$ cat config.mk
export PLATFORM = sky130hd
export DESIGN_NAME = lbd_top
export DESIGN_NICKNAME = d
export VERILOG_FILES = /design/src/rtl/lbd_pkg.sv /design/src/rtl/lbd_top.sv
export SDC_FILE = /design/constraint.sdc
export NUM_CORES = 1
export LEC_CHECK = 0
export BUFFER_PORTS_ARGS = -buffer_cell sky130_fd_sc_hd__buf_4
export CORE_ASPECT_RATIO = 2
export CORE_MARGIN = 1
export CORE_UTILIZATION = 60
export DETAILED_ROUTE_END_ITERATION = 12
export GPL_ROUTABILITY_DRIVEN = 0
export PLACE_DENSITY_LB_ADDON = 0.08
export SETUP_SLACK_MARGIN = 0.05
export SLEW_MARGIN = 30
export SYNTH_ARGS = -nofsm -noshare
export SYNTH_HDL_FRONTEND = slang
export SYNTH_SLANG_ARGS = --single-unit
$ cat constraint.sdc
create_clock -name ref_clk_i -period 6.2 [get_ports ref_clk_i]
set_input_delay 0.62 -clock ref_clk_i [delete_from_list [all_inputs] [get_ports ref_clk_i]]
set_output_delay 0.62 -clock ref_clk_i [all_outputs]
set_load 0.02 [all_outputs]
$ cat src/rtl/lbd_pkg.sv
package lbd_pkg;
  // =====================================================
  // timing
  localparam int unsigned LBD_CLK_MHZ = 125;
  localparam int unsigned LBD_RESP_NS = 50;
  localparam int unsigned LBD_RESP_CYC = (LBD_RESP_NS * LBD_CLK_MHZ) / 1000;
  localparam int unsigned LBD_REFRESH_MS = 10;
  localparam int unsigned LBD_REFRESH_CYC = LBD_REFRESH_MS * 1000 * LBD_CLK_MHZ;
  // =====================================================
  // lookup table location
  localparam logic [7:0] LBD_LUT_DEV = 8'hA6;
  localparam logic [7:0] LBD_LUT_LAST = 8'h7F;
  localparam int unsigned LBD_IDX_W = 7;
  localparam int unsigned LBD_FRAC_W = 15;
  // =====================================================
  // register offsets
  localparam logic [7:0] LBD_OFS_CTRL = 8'h00;
  localparam logic [7:0] LBD_OFS_BIAS = 8'h01;
  localparam logic [7:0] LBD_OFS_SETPT = 8'h02;
  localparam logic [7:0] LBD_OFS_GAIN = 8'h03;
  localparam logic [7:0] LBD_OFS_HOLD = 8'h04;
  localparam logic [7:0] LBD_OFS_STATUS = 8'h05;
  // =====================================================
  // control fields
  localparam int unsigned LBD_B_LUT = 0;
  localparam int unsigned LBD_B_FS = 1;
  localparam int unsigned LBD_B_APC = 2;
  localparam int unsigned LBD_B_RAMP = 3;
  localparam int unsigned LBD_B_AFTER = 4;
  localparam int unsigned LBD_AFT_FS_SLP = 0;
  localparam int unsigned LBD_AFT_LUT_SLP = 1;
  localparam int unsigned LBD_AFT_FS_DIS = 2;
  localparam int unsigned LBD_AFT_LUT_DIS = 3;
  // =====================================================
  // reset values
  localparam logic [2:0] LBD_MODE_RST = 3'h0;
  localparam logic LBD_RAMP_RST = 1'b1;
  localparam logic [7:0] LBD_SETPT_RST = 8'h80;
  localparam logic [3:0] LBD_GAIN_RST = 4'h8;
  localparam logic [15:0] LBD_HOLD_RST = 16'h0010;
  // =====================================================
  // carriers
  typedef struct packed {
    logic [7:0] addr;
    logic [15:0] wdata;
    logic we;
    logic re;
  } lbd_bus_req_t;
  typedef struct packed {
    logic req;
    logic [7:0] dev;
    logic [7:0] addr;
  } lbd_ee_req_t;
  typedef struct packed {
    logic ack;
    logic [7:0] data;
  } lbd_ee_rsp_t;
  typedef enum logic [2:0] {
    LBD_ST_CFG = 3'b000,
    LBD_ST_IDLE = 3'b001,
    LBD_ST_LUT = 3'b010,
    LBD_ST_FS = 3'b011
  } lbd_state_t;
endpackage : lbd_pkg

$ cat src/rtl/lbd_top.sv
// Function
// - gaps pass comparator straight to output
// - in burst, raise output on first light
// - in burst, ignore brief comparator dips
// - respond within 50ns of burst start
// - raise output on late light in burst
// - drop only after low beyond hold time
// - raise again when light returns
// - release latch at burst end or hold
// - output held high during fast start
// - mode 000: code changes only by host or by a search already in flight
// - mode 001: code refreshed from table
// - mode 100: loop from near-zero start
// - mode 101: table preload then loop
// - mode 111: preload, search, then loop
// - mode bits: preload, search, loop on
// - loop bit clear open, set closed
// - open loop table reload every 10ms
// - table at A6h, index upper 7 bits
// - ramp on: step code one per cycle
// - ramp off: apply code at once
// - error shifted left by gain into wide accumulator
// - one-shot bits cleared after action
// - mode loaded from eeprom at power-up
// - sleep and disable copy after-settings
//
// Added by the designer: the plain strobed port and the placing of the registers.
`timescale 1ns/1ps
`default_nettype none
module lbd_top #(
  parameter int unsigned BIAS_W = 10,
  parameter int unsigned TEMP_W = 8,
  parameter int unsigned REFRESH_CYC = lbd_pkg::LBD_REFRESH_CYC,
  parameter logic [7:0] CFG_DEV = 8'hA0,
  parameter logic [7:0] CFG_ADDR = 8'h00
) (
  input wire logic ref_clk_i,
  input wire logic srst_i,
  input wire logic clk_en_i,
  input wire lbd_pkg::lbd_bus_req_t bus_i,
  output logic [15:0] rdata_o,
  input wire logic cmp_raw_i,
  input wire logic burst_window_in_i,
  input wire logic sleep_i,
  input wire logic tx_disable_i,
  input wire logic [TEMP_W-1:0] temp_raw_i,
  input wire logic [7:0] mpd_power_i,
  input wire logic mpd_valid_i,
  output lbd_pkg::lbd_ee_req_t ee_req_o,
  input wire lbd_pkg::lbd_ee_rsp_t ee_rsp_i,
  output logic fs_start_o,
  input wire logic fs_done_i,
  input wire logic [BIAS_W-1:0] fs_code_i,
  output logic light_detect_out_o,
  output logic [BIAS_W-1:0] bias_code_o
);
  import lbd_pkg::*;

  localparam int ACC_W = BIAS_W + LBD_FRAC_W;
  localparam int REF_W = $clog2(REFRESH_CYC + 1);
  localparam int LD_RESP_MAX = LBD_RESP_CYC - 2;

  // sync lanes: 0 comparator, 1 burst window, 2 sleep, 3 laser disable
  typedef struct packed {
    logic [3:0] s1;
    logic [3:0] s2;
    logic [3:0] s3;
    lbd_state_t st;
    logic [2:0] mode;
    logic ramp;
    logic [3:0] after;
    logic [7:0] setpt;
    logic [3:0] gain;
    logic [15:0] hold;
    logic [15:0] lowcnt;
    logic ld;
    logic [BIAS_W-1:0] target;
    logic [BIAS_W-1:0] code;
    logic [ACC_W-1:0] acc;
    logic [REF_W-1:0] tmr;
    logic due;
    logic cfg_done;
    logic fs_busy;
    lbd_ee_req_t ee;
    logic [15:0] rdata;
  } lbd_regs_t;

  localparam lbd_regs_t RST_VAL = '{
    st: LBD_ST_CFG,
    mode: LBD_MODE_RST,
    ramp: LBD_RAMP_RST,
    setpt: LBD_SETPT_RST,
    gain: LBD_GAIN_RST,
    hold: LBD_HOLD_RST,
    ee: '{req: 1'b0, dev: 8'h00, addr: 8'h00},
    default: '0
  };

  lbd_regs_t q;
  lbd_regs_t d;

  logic cmp;
  logic burst_window_in;
  logic opp;
  logic sleep_rise;
  logic dis_rise;
  logic wr_ctrl;
  logic signed [8:0] err;
  logic signed [ACC_W+1:0] delta;
  logic signed [ACC_W+1:0] sum;

  assign cmp = q.s2[0];
  assign burst_window_in = q.s2[1];
  // preload and search wait for the laser to be enabled and awake
  assign opp = !q.s2[2] && !q.s2[3];
  assign sleep_rise = q.s2[2] && !q.s3[2];
  assign dis_rise = q.s2[3] && !q.s3[3];
  assign wr_ctrl = bus_i.we && (bus_i.addr == LBD_OFS_CTRL);

  // =====================================================
  // next state
  always_comb begin
    d = q;
    d.s1 = {tx_disable_i, sleep_i, burst_window_in_i, cmp_raw_i};
    d.s2 = q.s1;
    d.s3 = q.s2;
    err = $signed({1'b0, q.setpt}) - $signed({1'b0, mpd_power_i});
    delta = $signed({{(ACC_W - 7){err[8]}}, err}) <<< q.gain;
    sum = $signed({2'b00, q.acc}) + delta;

    // light detect
    if (q.fs_busy) begin
      d.ld = 1'b1;
      d.lowcnt = '0;
    end else if (!burst_window_in) begin
      d.ld = cmp;
      d.lowcnt = '0;
    end else if (cmp) begin
      d.ld = 1'b1;
      d.lowcnt = '0;
    end else if (q.ld) begin
      if (q.lowcnt == q.hold) begin
        d.ld = 1'b0;
        d.lowcnt = '0;
      end else begin
        d.lowcnt = q.lowcnt + 16'h0001;
      end
    end

    // refresh timer for open loop table mode
    if (q.tmr == '0) begin
      d.tmr = REF_W'(REFRESH_CYC - 1);
      d.due = 1'b1;
    end else begin
      d.tmr = q.tmr - REF_W'(1);
    end

    // bias sequencer
    unique case (q.st)
      LBD_ST_CFG: begin
        d.ee = '{req: 1'b1, dev: CFG_DEV, addr: CFG_ADDR};
        if (q.ee.req && ee_rsp_i.ack) begin
          d.mode = ee_rsp_i.data[2:0];
          d.ee.req = 1'b0;
          d.cfg_done = 1'b1;
          d.st = LBD_ST_IDLE;
        end
      end
      LBD_ST_IDLE: begin
        if (q.mode[LBD_B_APC] && mpd_valid_i) begin
          if (sum[ACC_W+1]) begin
            d.acc = '0;
          end else if (sum[ACC_W]) begin
            d.acc = '1;
          end else begin
            d.acc = sum[ACC_W-1:0];
          end
          d.target = d.acc[ACC_W-1 -: BIAS_W];
        end
        if (q.mode[LBD_B_LUT] && (q.mode[LBD_B_APC] ? opp : q.due)) begin
          d.st = LBD_ST_LUT;
          d.due = 1'b0;
          d.ee = '{req: 1'b1, dev: LBD_LUT_DEV, addr: {1'b0, temp_raw_i[TEMP_W-1 -: LBD_IDX_W]}};
        end else if (q.mode[LBD_B_APC] && q.mode[LBD_B_FS] && opp) begin
          d.st = LBD_ST_FS;
          d.fs_busy = 1'b1;
        end
      end
      LBD_ST_LUT: begin
        if (ee_rsp_i.ack) begin
          d.ee.req = 1'b0;
          // a fetch that the host cancelled in flight still has to finish on the wire,
          // but its data must not overwrite a code the host has taken over since
          if (q.mode[LBD_B_LUT]) begin
            d.target = BIAS_W'(ee_rsp_i.data);
            d.acc = {BIAS_W'(ee_rsp_i.data), {LBD_FRAC_W{1'b0}}};
          end
          if (q.mode[LBD_B_APC]) begin
            d.mode[LBD_B_LUT] = 1'b0;
          end
          if (q.mode[LBD_B_APC] && q.mode[LBD_B_FS]) begin
            d.st = LBD_ST_FS;
            d.fs_busy = 1'b1;
          end else begin
            d.st = LBD_ST_IDLE;
          end
        end
      end
      LBD_ST_FS: begin
        if (fs_done_i) begin
          d.fs_busy = 1'b0;
          d.target = fs_code_i;
          d.acc = {fs_code_i, {LBD_FRAC_W{1'b0}}};
          d.mode[LBD_B_FS] = 1'b0;
          d.st = LBD_ST_IDLE;
        end
      end
      default: begin
        d.st = LBD_ST_IDLE;
        d.fs_busy = 1'b0;
        d.ee.req = 1'b0;
      end
    endcase

    // host access; a host set lands after the hardware clear and wins
    d.rdata = '0;
    if (bus_i.we) begin
      unique case (bus_i.addr)
        LBD_OFS_CTRL: begin
          d.mode = bus_i.wdata[LBD_B_APC:LBD_B_LUT];
          d.ramp = bus_i.wdata[LBD_B_RAMP];
          d.after = bus_i.wdata[LBD_B_AFTER +: 4];
        end
        LBD_OFS_BIAS: begin
          d.target = bus_i.wdata[BIAS_W-1:0];
          d.acc = {bus_i.wdata[BIAS_W-1:0], {LBD_FRAC_W{1'b0}}};
        end
        LBD_OFS_SETPT: d.setpt = bus_i.wdata[7:0];
        LBD_OFS_GAIN: d.gain = bus_i.wdata[3:0];
        LBD_OFS_HOLD: d.hold = bus_i.wdata;
        default: begin
        end
      endcase
    end
    if (bus_i.re) begin
      unique case (bus_i.addr)
        LBD_OFS_CTRL: d.rdata = {8'h00, q.after, q.ramp, q.mode};
        LBD_OFS_BIAS: d.rdata = 16'(q.code);
        LBD_OFS_SETPT: d.rdata = {8'h00, q.setpt};
        LBD_OFS_GAIN: d.rdata = {12'h000, q.gain};
        LBD_OFS_HOLD: d.rdata = q.hold;
        LBD_OFS_STATUS: d.rdata = {10'h000, q.st, q.cfg_done, q.fs_busy, q.ld};
        default: d.rdata = '0;
      endcase
    end

    // after-settings retrigger the one-shots
    if (sleep_rise) begin
      d.mode[LBD_B_FS] = q.after[LBD_AFT_FS_SLP];
      d.mode[LBD_B_LUT] = q.after[LBD_AFT_LUT_SLP];
    end
    if (dis_rise) begin
      d.mode[LBD_B_FS] = q.after[LBD_AFT_FS_DIS];
      d.mode[LBD_B_LUT] = q.after[LBD_AFT_LUT_DIS];
    end

    // ramping keeps the dac free of large glitches at the cost of slew time
    if (!q.ramp) begin
      d.code = q.target;
    end else if (q.code < q.target) begin
      d.code = q.code + BIAS_W'(1);
    end else if (q.code > q.target) begin
      d.code = q.code - BIAS_W'(1);
    end
  end

  always_ff @(posedge ref_clk_i) begin
    if (srst_i) begin
      q <= RST_VAL;
    end else if (clk_en_i) begin
      q <= d;
    end
  end

  assign rdata_o = q.rdata;
  assign ee_req_o = q.ee;
  assign fs_start_o = q.fs_busy;
  assign light_detect_out_o = q.ld;
  assign bias_code_o = q.code;
endmodule : lbd_top
`default_nettype wire

* Yosys cells after proc, flatten, opt, wreduce, memory -nomap -nowiden
Cells that the tools add are included.
Operators by class: eq/ne operators 19, order comparisons 2, reduce and logical (&&, ||, !) cells 27, shifts and indexed selects 1, mux-type cells 62, add/sub/neg operators 6, bitwise logic cells 2
Operator list (count):
- $mux 25 | 8
- $pmux 16 s6 | 1
- $mux 10 | 9
- $mux 17 | 5
- $pmux 25 s3 | 1
- $mux 16 | 3
- $mux 36 | 1
- $pmux 16 s2 | 1
- $pmux 10 s3 | 1
- $add 26x27->27 | 1
- $sshl 9x4->27 | 1
- $logic_not 21->1 | 1
- $mux 21 | 1
- $sub 21x1->21 const B | 1
- $reduce_and 3->1 | 6
- $add 16x1->16 const B | 1
- $eq 16x16->1 | 1
- $eq 8x2->1 const B | 2
- $eq 8x3->1 const B | 2
- $mux 8 | 2
- $mux 1 | 14
- $ne 2x2->1 const B | 7
- $mux 3 | 4
- $pmux 3 s4 | 1
- other kinds (26) | 44
Word-level totals: input port bits 70, bits in registers 170, logic and storage cells 142, output and inout port bits 45

* Depth between registers and ports, before layout
depth in word-level cells 9, depth in mapped cells 24, gate-level depth less buffers 21

* Worst setup path before layout
OpenSTA, ideal clock, no wires.
path kind input-to-reg, start in mpd_power_i[0], end reg q[71] in the netlist's numbering, data required time 6.105 ns, data arrival time 4.857 ns, slack 1.248 ns, path buffers 3, stages 22, library setup time 0.095 ns, path through ha_1 -> fa_1 -> and2b_1 -> o2111ai_1 -> nand4b_1 -> and2_1 -> buf_2 -> inv_1 -> a21oi_1 -> o211ai_1 -> a311oi_1 -> a21oi_1 -> ha_1 -> a21oi_1 -> nand2_1 -> o2bb2ai_1 -> a21o_4 -> a311oi_2 -> or4_1 -> buf_2 -> buf_6 -> a221oi_1
On the way: longest elaborated chain between the ends 9
RTL lines:
- start, declared | RTL line lbd_top.sv:47 | input wire logic [7:0] mpd_power_i,
- $sub 8x8->9 * | RTL line lbd_top.sv:127 | err = $signed({1'b0, q.setpt}) - $signed({1'b0, mpd_power_i});
- $sshl 9x4->27 * | RTL line lbd_top.sv:128 | delta = $signed({{(ACC_W - 7){err[8]}}, err}) <<< q.gain;
- $add 26x27->27 * | RTL line lbd_top.sv:129 | sum = $signed({2'b00, q.acc}) + delta;
- $mux 25 | RTL line lbd_top.sv:173 | end else if (sum[ACC_W]) begin
- $mux 25 * | RTL line lbd_top.sv:171 | if (sum[ACC_W+1]) begin
- $mux 25 * | RTL line lbd_top.sv:170 | if (q.mode[LBD_B_APC] && mpd_valid_i) begin
- $pmux 25 s3 * | RTL line lbd_top.sv:159 | unique case (q.st)
- $mux 25 | RTL line lbd_top.sv:228 | unique case (bus_i.addr)
- $mux 25 * | RTL line lbd_top.sv:227 | if (bus_i.we) begin
- end signal, assigned | RTL line lbd_top.sv:279 | q <= RST_VAL;
- end signal, assigned | RTL line lbd_top.sv:281 | q <= d;
- end, declared | RTL line lbd_top.sv:99 | lbd_regs_t q;
Mark *: on every way between the ends. The rest lies on a longest branch, timed or not. A chain may end at the register's enable or synchronous reset.

* Worst setup path in the final report
start reg q[139] in the netlist's numbering, end reg q[58] in the netlist's numbering
On the way: longest elaborated chain between the ends 9
RTL lines (RTL line):
- $sub 8x8->9 * | lbd_top.sv:127
- $sshl 9x4->27 * | lbd_top.sv:128
- $add 26x27->27 * | lbd_top.sv:129
- $mux 25 | lbd_top.sv:173
- $mux 25 * | lbd_top.sv:171
- $mux 25 * | lbd_top.sv:170
- $pmux 25 s3 * | lbd_top.sv:159
- $mux 25 | lbd_top.sv:228
- $mux 25 * | lbd_top.sv:227
Marked as above.

==> metrics.yaml <==
critical_path:
  cp.required_ns: 6.54
  cp_max_fo: 14
  cpMaxStageDelayCell: "or4_1"
  r2r_end: "q[58]$_SDFFE_PP0P_"
  path_cells: "inv_1 > ha_1 > fa_1 > and2b_1 > o2111ai_1 > nand4b_1 > and2_1 > inv_1 > a21oi_1 > o211ai_1 > a31oi_1 > o21ai_0 > ha_1 > o21ai_0 > a21oi_1 > o2bb2ai_1 > a21o_4 > a311oi_2 > or4_1 > and3_1 > a211oi_1"
  crit_arrival_ns: 6.14
  regToRegStartpoint: "q[139]$_SDFFE_PP0P_"
  critPathCaptureType: "flip-flop"
  slowest_delay_ns: 0.85
  cp-start-kind: "flip-flop"
  ff2ff_path_depth: 21
  r2r_slack_ns: 0.40
  cp_num_buf_inv: 2
  path_class: "reg2reg"
  cp_top_family: "compound AO/OA/AOI/OAI gates"
cts:
  root_buffer: "clkbuf_16"
  post_cts_buffers: 0
  cts.path.max_buffers: 2
  clock_latency_ns: 0.44
  cts.sinks: 160
  clkTransAtPathRegs_ns: 0.06
  cts_inserted_buffers: 17
  htreeDepth: 4
  cts_tree: "done"
cells_and_area:
  n_antenna_cell: 0
  drive_above_1_share_pct: 12.7
  design_area_um2: 12700
  fillCellCount: 1678
  layout.nets: 1665
  syn_to_final_growth_pct: 10.6
floorplanning:
  pin_count: 115
  initial_core_util_pct: 61.3
  dieHeight_um: 198
  die_w_um: 99.9
  die_area_um2: 19800
  rows: 71
  coreArea_um2: 18700
power:
  power_density_nw_per_um2: 277
  power.leakage_nw: 5.04
  peakVddDrop_mv: 0.186
  fin_total_pwr_mw: 3.52
yosys:
  async_flop_share_pct: 0
  synth_edf_count: 0
  synth_largest_area_cell: "dfxtp_1"
  ys_top_cells_by_area: "dfxtp_1 28%, a21oi_1 7.1%, ha_1 6.5%"
  synth_flop_cell: "dfxtp_1"
  synth_cell_types: 92
  synth_top_area_share_pct: 27.9
  ys_ff_latch: 160
  synth_cells: 1504
  syn_avg_cell_area_um2: 7.65
  ys.warnings.count: 0
  netlist_area_um2: 11500
  seq_area_frac_synth_pct: 27.9
hold_path:
  whs_endpoint: "ee_req_o[6]$_SDFFE_PP0P_"
  worstHoldStart: "temp_raw_i[7]"
  min_path_type: "in2reg"
  hold_depth: 3
global_routing:
  gr-usage-met3_pct: 7.13
  track_usage_pct: 37.1
  grt_pass1_vias: 11144
  grt-ovfl-total: 0
  busiest_layer: "met2"
  antenna_found_initial: 0
  met2_usage_pct: 66.0
  grt_pass1_wl_mm: 56.3
  grt_max_degree: 77
  use_met1_pct: 36.4
status:
  status: "finished clean"
timing:
  relSlewSlack_pct: 39.9
  finalHoldViolations: 0
  setup_viol: 0
  clock.fmax_mhz: 172
  slew_violations: 0
  period_share_pct: 93.5
  period_minus_slack_ns: 5.80
  grt_setup_unrepaired: "no"
  skew_ns: 0.00914
  worstMarginPinSlew_ns: 0.893
  setup_tns_ns: 0
job:
  cap_violations: 0
drt:
  first_pass_iters: 6
  wl_per_cell_um: 19.8
  drc_errors: 0
  vias_per_cell: 6.38
  drt-total-wl_mm: 35.5
  ant_nets: 0
  drt_iter0_drc: 664
  dr_total_vias: 11466
placed_design:
  postPlaceCellArea_um2: 12100
  numPortBuffers: 108
  hpwl_mm: 26.8
-- where the power goes --
group          switching [mW]  total (mW)  internal (mW)
registers               0.114        1.22           1.11
logic                   0.701        1.23          0.529
clock network           0.436        1.07          0.636
total                    1.25        3.52           2.27
-- synthesized netlist by cell type (17+ instances only) --
cell / instances
a211oi_1: 30
a21oi_1: 163
a221oi_1: 17
a31oi_1: 22
buf_4: 44
clkbuf_1: 53
dfxtp_1: 160
ha_1: 60
inv_1: 55
mux2i_1: 42
nand2_1: 170
nand2b_1: 17
nand3_1: 48
nor2_1: 165
nor3_1: 28
o211ai_1: 19
o21ai_0: 58
xnor2_1: 30
xor2_1: 40
-- logic make-up (layout without fill, tap and decap cells) --
logic type / Yosys count / after routing / synth area share (%)
and+or+nand+nor: 539 / 539 / 21.9
DFF: 160 / 160 / 27.9
xor gates and xnor gates: 70 / 70 / 5.33
buffers and inverters: 175 / 209 / 7.35
other: 1 / 5 / 0.0326
muxes: 50 / 50 / 4.54
AOI/OAI and AO/OA: 446 / 446 / 25.9
adders and majority gates: 63 / 63 / 7.05
-- how the worst max path moves through the flow --
| stage | startpoint | to | slack (ns) | depth (start not counted) |
|---|---|---|---|---|
| floorplan | mpd_power_i[0] | q[71]$_SDFFE_PP0P_ | 1.25 | 22 |
| global placement | mpd_power_i[0] | q[98]$_SDFFE_PP0P_ | 0.35 | 21 |
| detailed placement | mpd_power_i[0] | q[98]$_SDFFE_PP0P_ | 0.23 | 21 |
| CTS | q[139]$_SDFFE_PP0P_ | q[62]$_SDFFE_PP0P_ | 0.50 | 21 |
| global route | q[139]$_SDFFE_PP0P_ | q[98]$_SDFFE_PP0P_ | 0.09 | 21 |
| finish | q[139]$_SDFFE_PP0P_ | q[58]$_SDFFE_PP0P_ | 0.40 | 21 |
-- placed cells by master, fill, tap and decap left out, types with 8 or more instances in the layout --
master       n
nand2_1    170
nor2_1     164
a21oi_1    163
dfxtp_1    160
buf_4      122
o21ai_0     58
ha_1        58
inv_1       55
nand3_1     48
mux2i_1     42
xor2_1      40
a211oi_1    30
xnor2_1     30
nor3_1      28
a31oi_1     22
o211ai_1    19
a221oi_1    17
clkbuf_16   17
nor2b_1     16
nand4_1     16
nand2b_1    16
a21o_1      16
a22oi_1     16
nor4_1      14
or3_1       13
and3_1      13
a2bb2oi_1    9
a221o_1      8
-- per-layer routing --
layer | up-vias | share of wire, %
met2 | 445 | 52
met1 | 5391 | 35
met5 | - | 0
li1 | 5455 | -
met3 | 175 | 5.2
met4 | 0 | 8.5
-- metrics by stage --
| stage | utilization [%] | hold WS [ns] | worst slack [ns] | instances |
|---|---|---|---|---|
| final | 67.8 | 0.413 | 0.402 | 1797 |
| after floorplan | - | 0.433 | 1.25 | 1508 |
| after CTS | 67.8 | 0.405 | 0.495 | 1797 |
| after global placement | 64.7 | 0.446 | 0.346 | 1768 |
| after global routing | 67.8 | 0.406 | 0.0912 | 1797 |
| after detailed placement | 64.7 | 0.454 | 0.225 | 1768 |
-- flip-flops by register name, indices dropped and copies added (netlist names) --
| name | cells |
|---|---|
| rdata_o | 16 |
| bias_code_o | 10 |
| burst_window_in | 1 |
| light_detect_out_o | 1 |
| cmp | 1 |
| q | 114 |
| d | 6 |
| ee_req_o | 10 |
| fs_start_o | 1 |
-- worst min-delay path, stage by stage --
cell	delay, ns
buf_4	0.08
a22oi_1	0.05
nor2_1	0.07
-- layout make-up --
class	instances	area (um^2)	share of cell area, %
Inverter	58	218	1.71
Timing Repair Buffer	122	916	7.20
Sequential cell	160	3200	25.2
Clock inverter	10	139	1.09
Clock buffer	19	443	3.48
Multi-Input combinational cell	1173	7480	58.8
Tap cell	255	319	2.51
-- what timing repair did --
| item | in CTS | in global routing |
|---|---|---|
| hold buffers | 0 | 0 |
| endpoints found under the setup margin | 0 | 1 |
| resized for setup | 0 | 1 |
(Power assumes the default switching activity.)
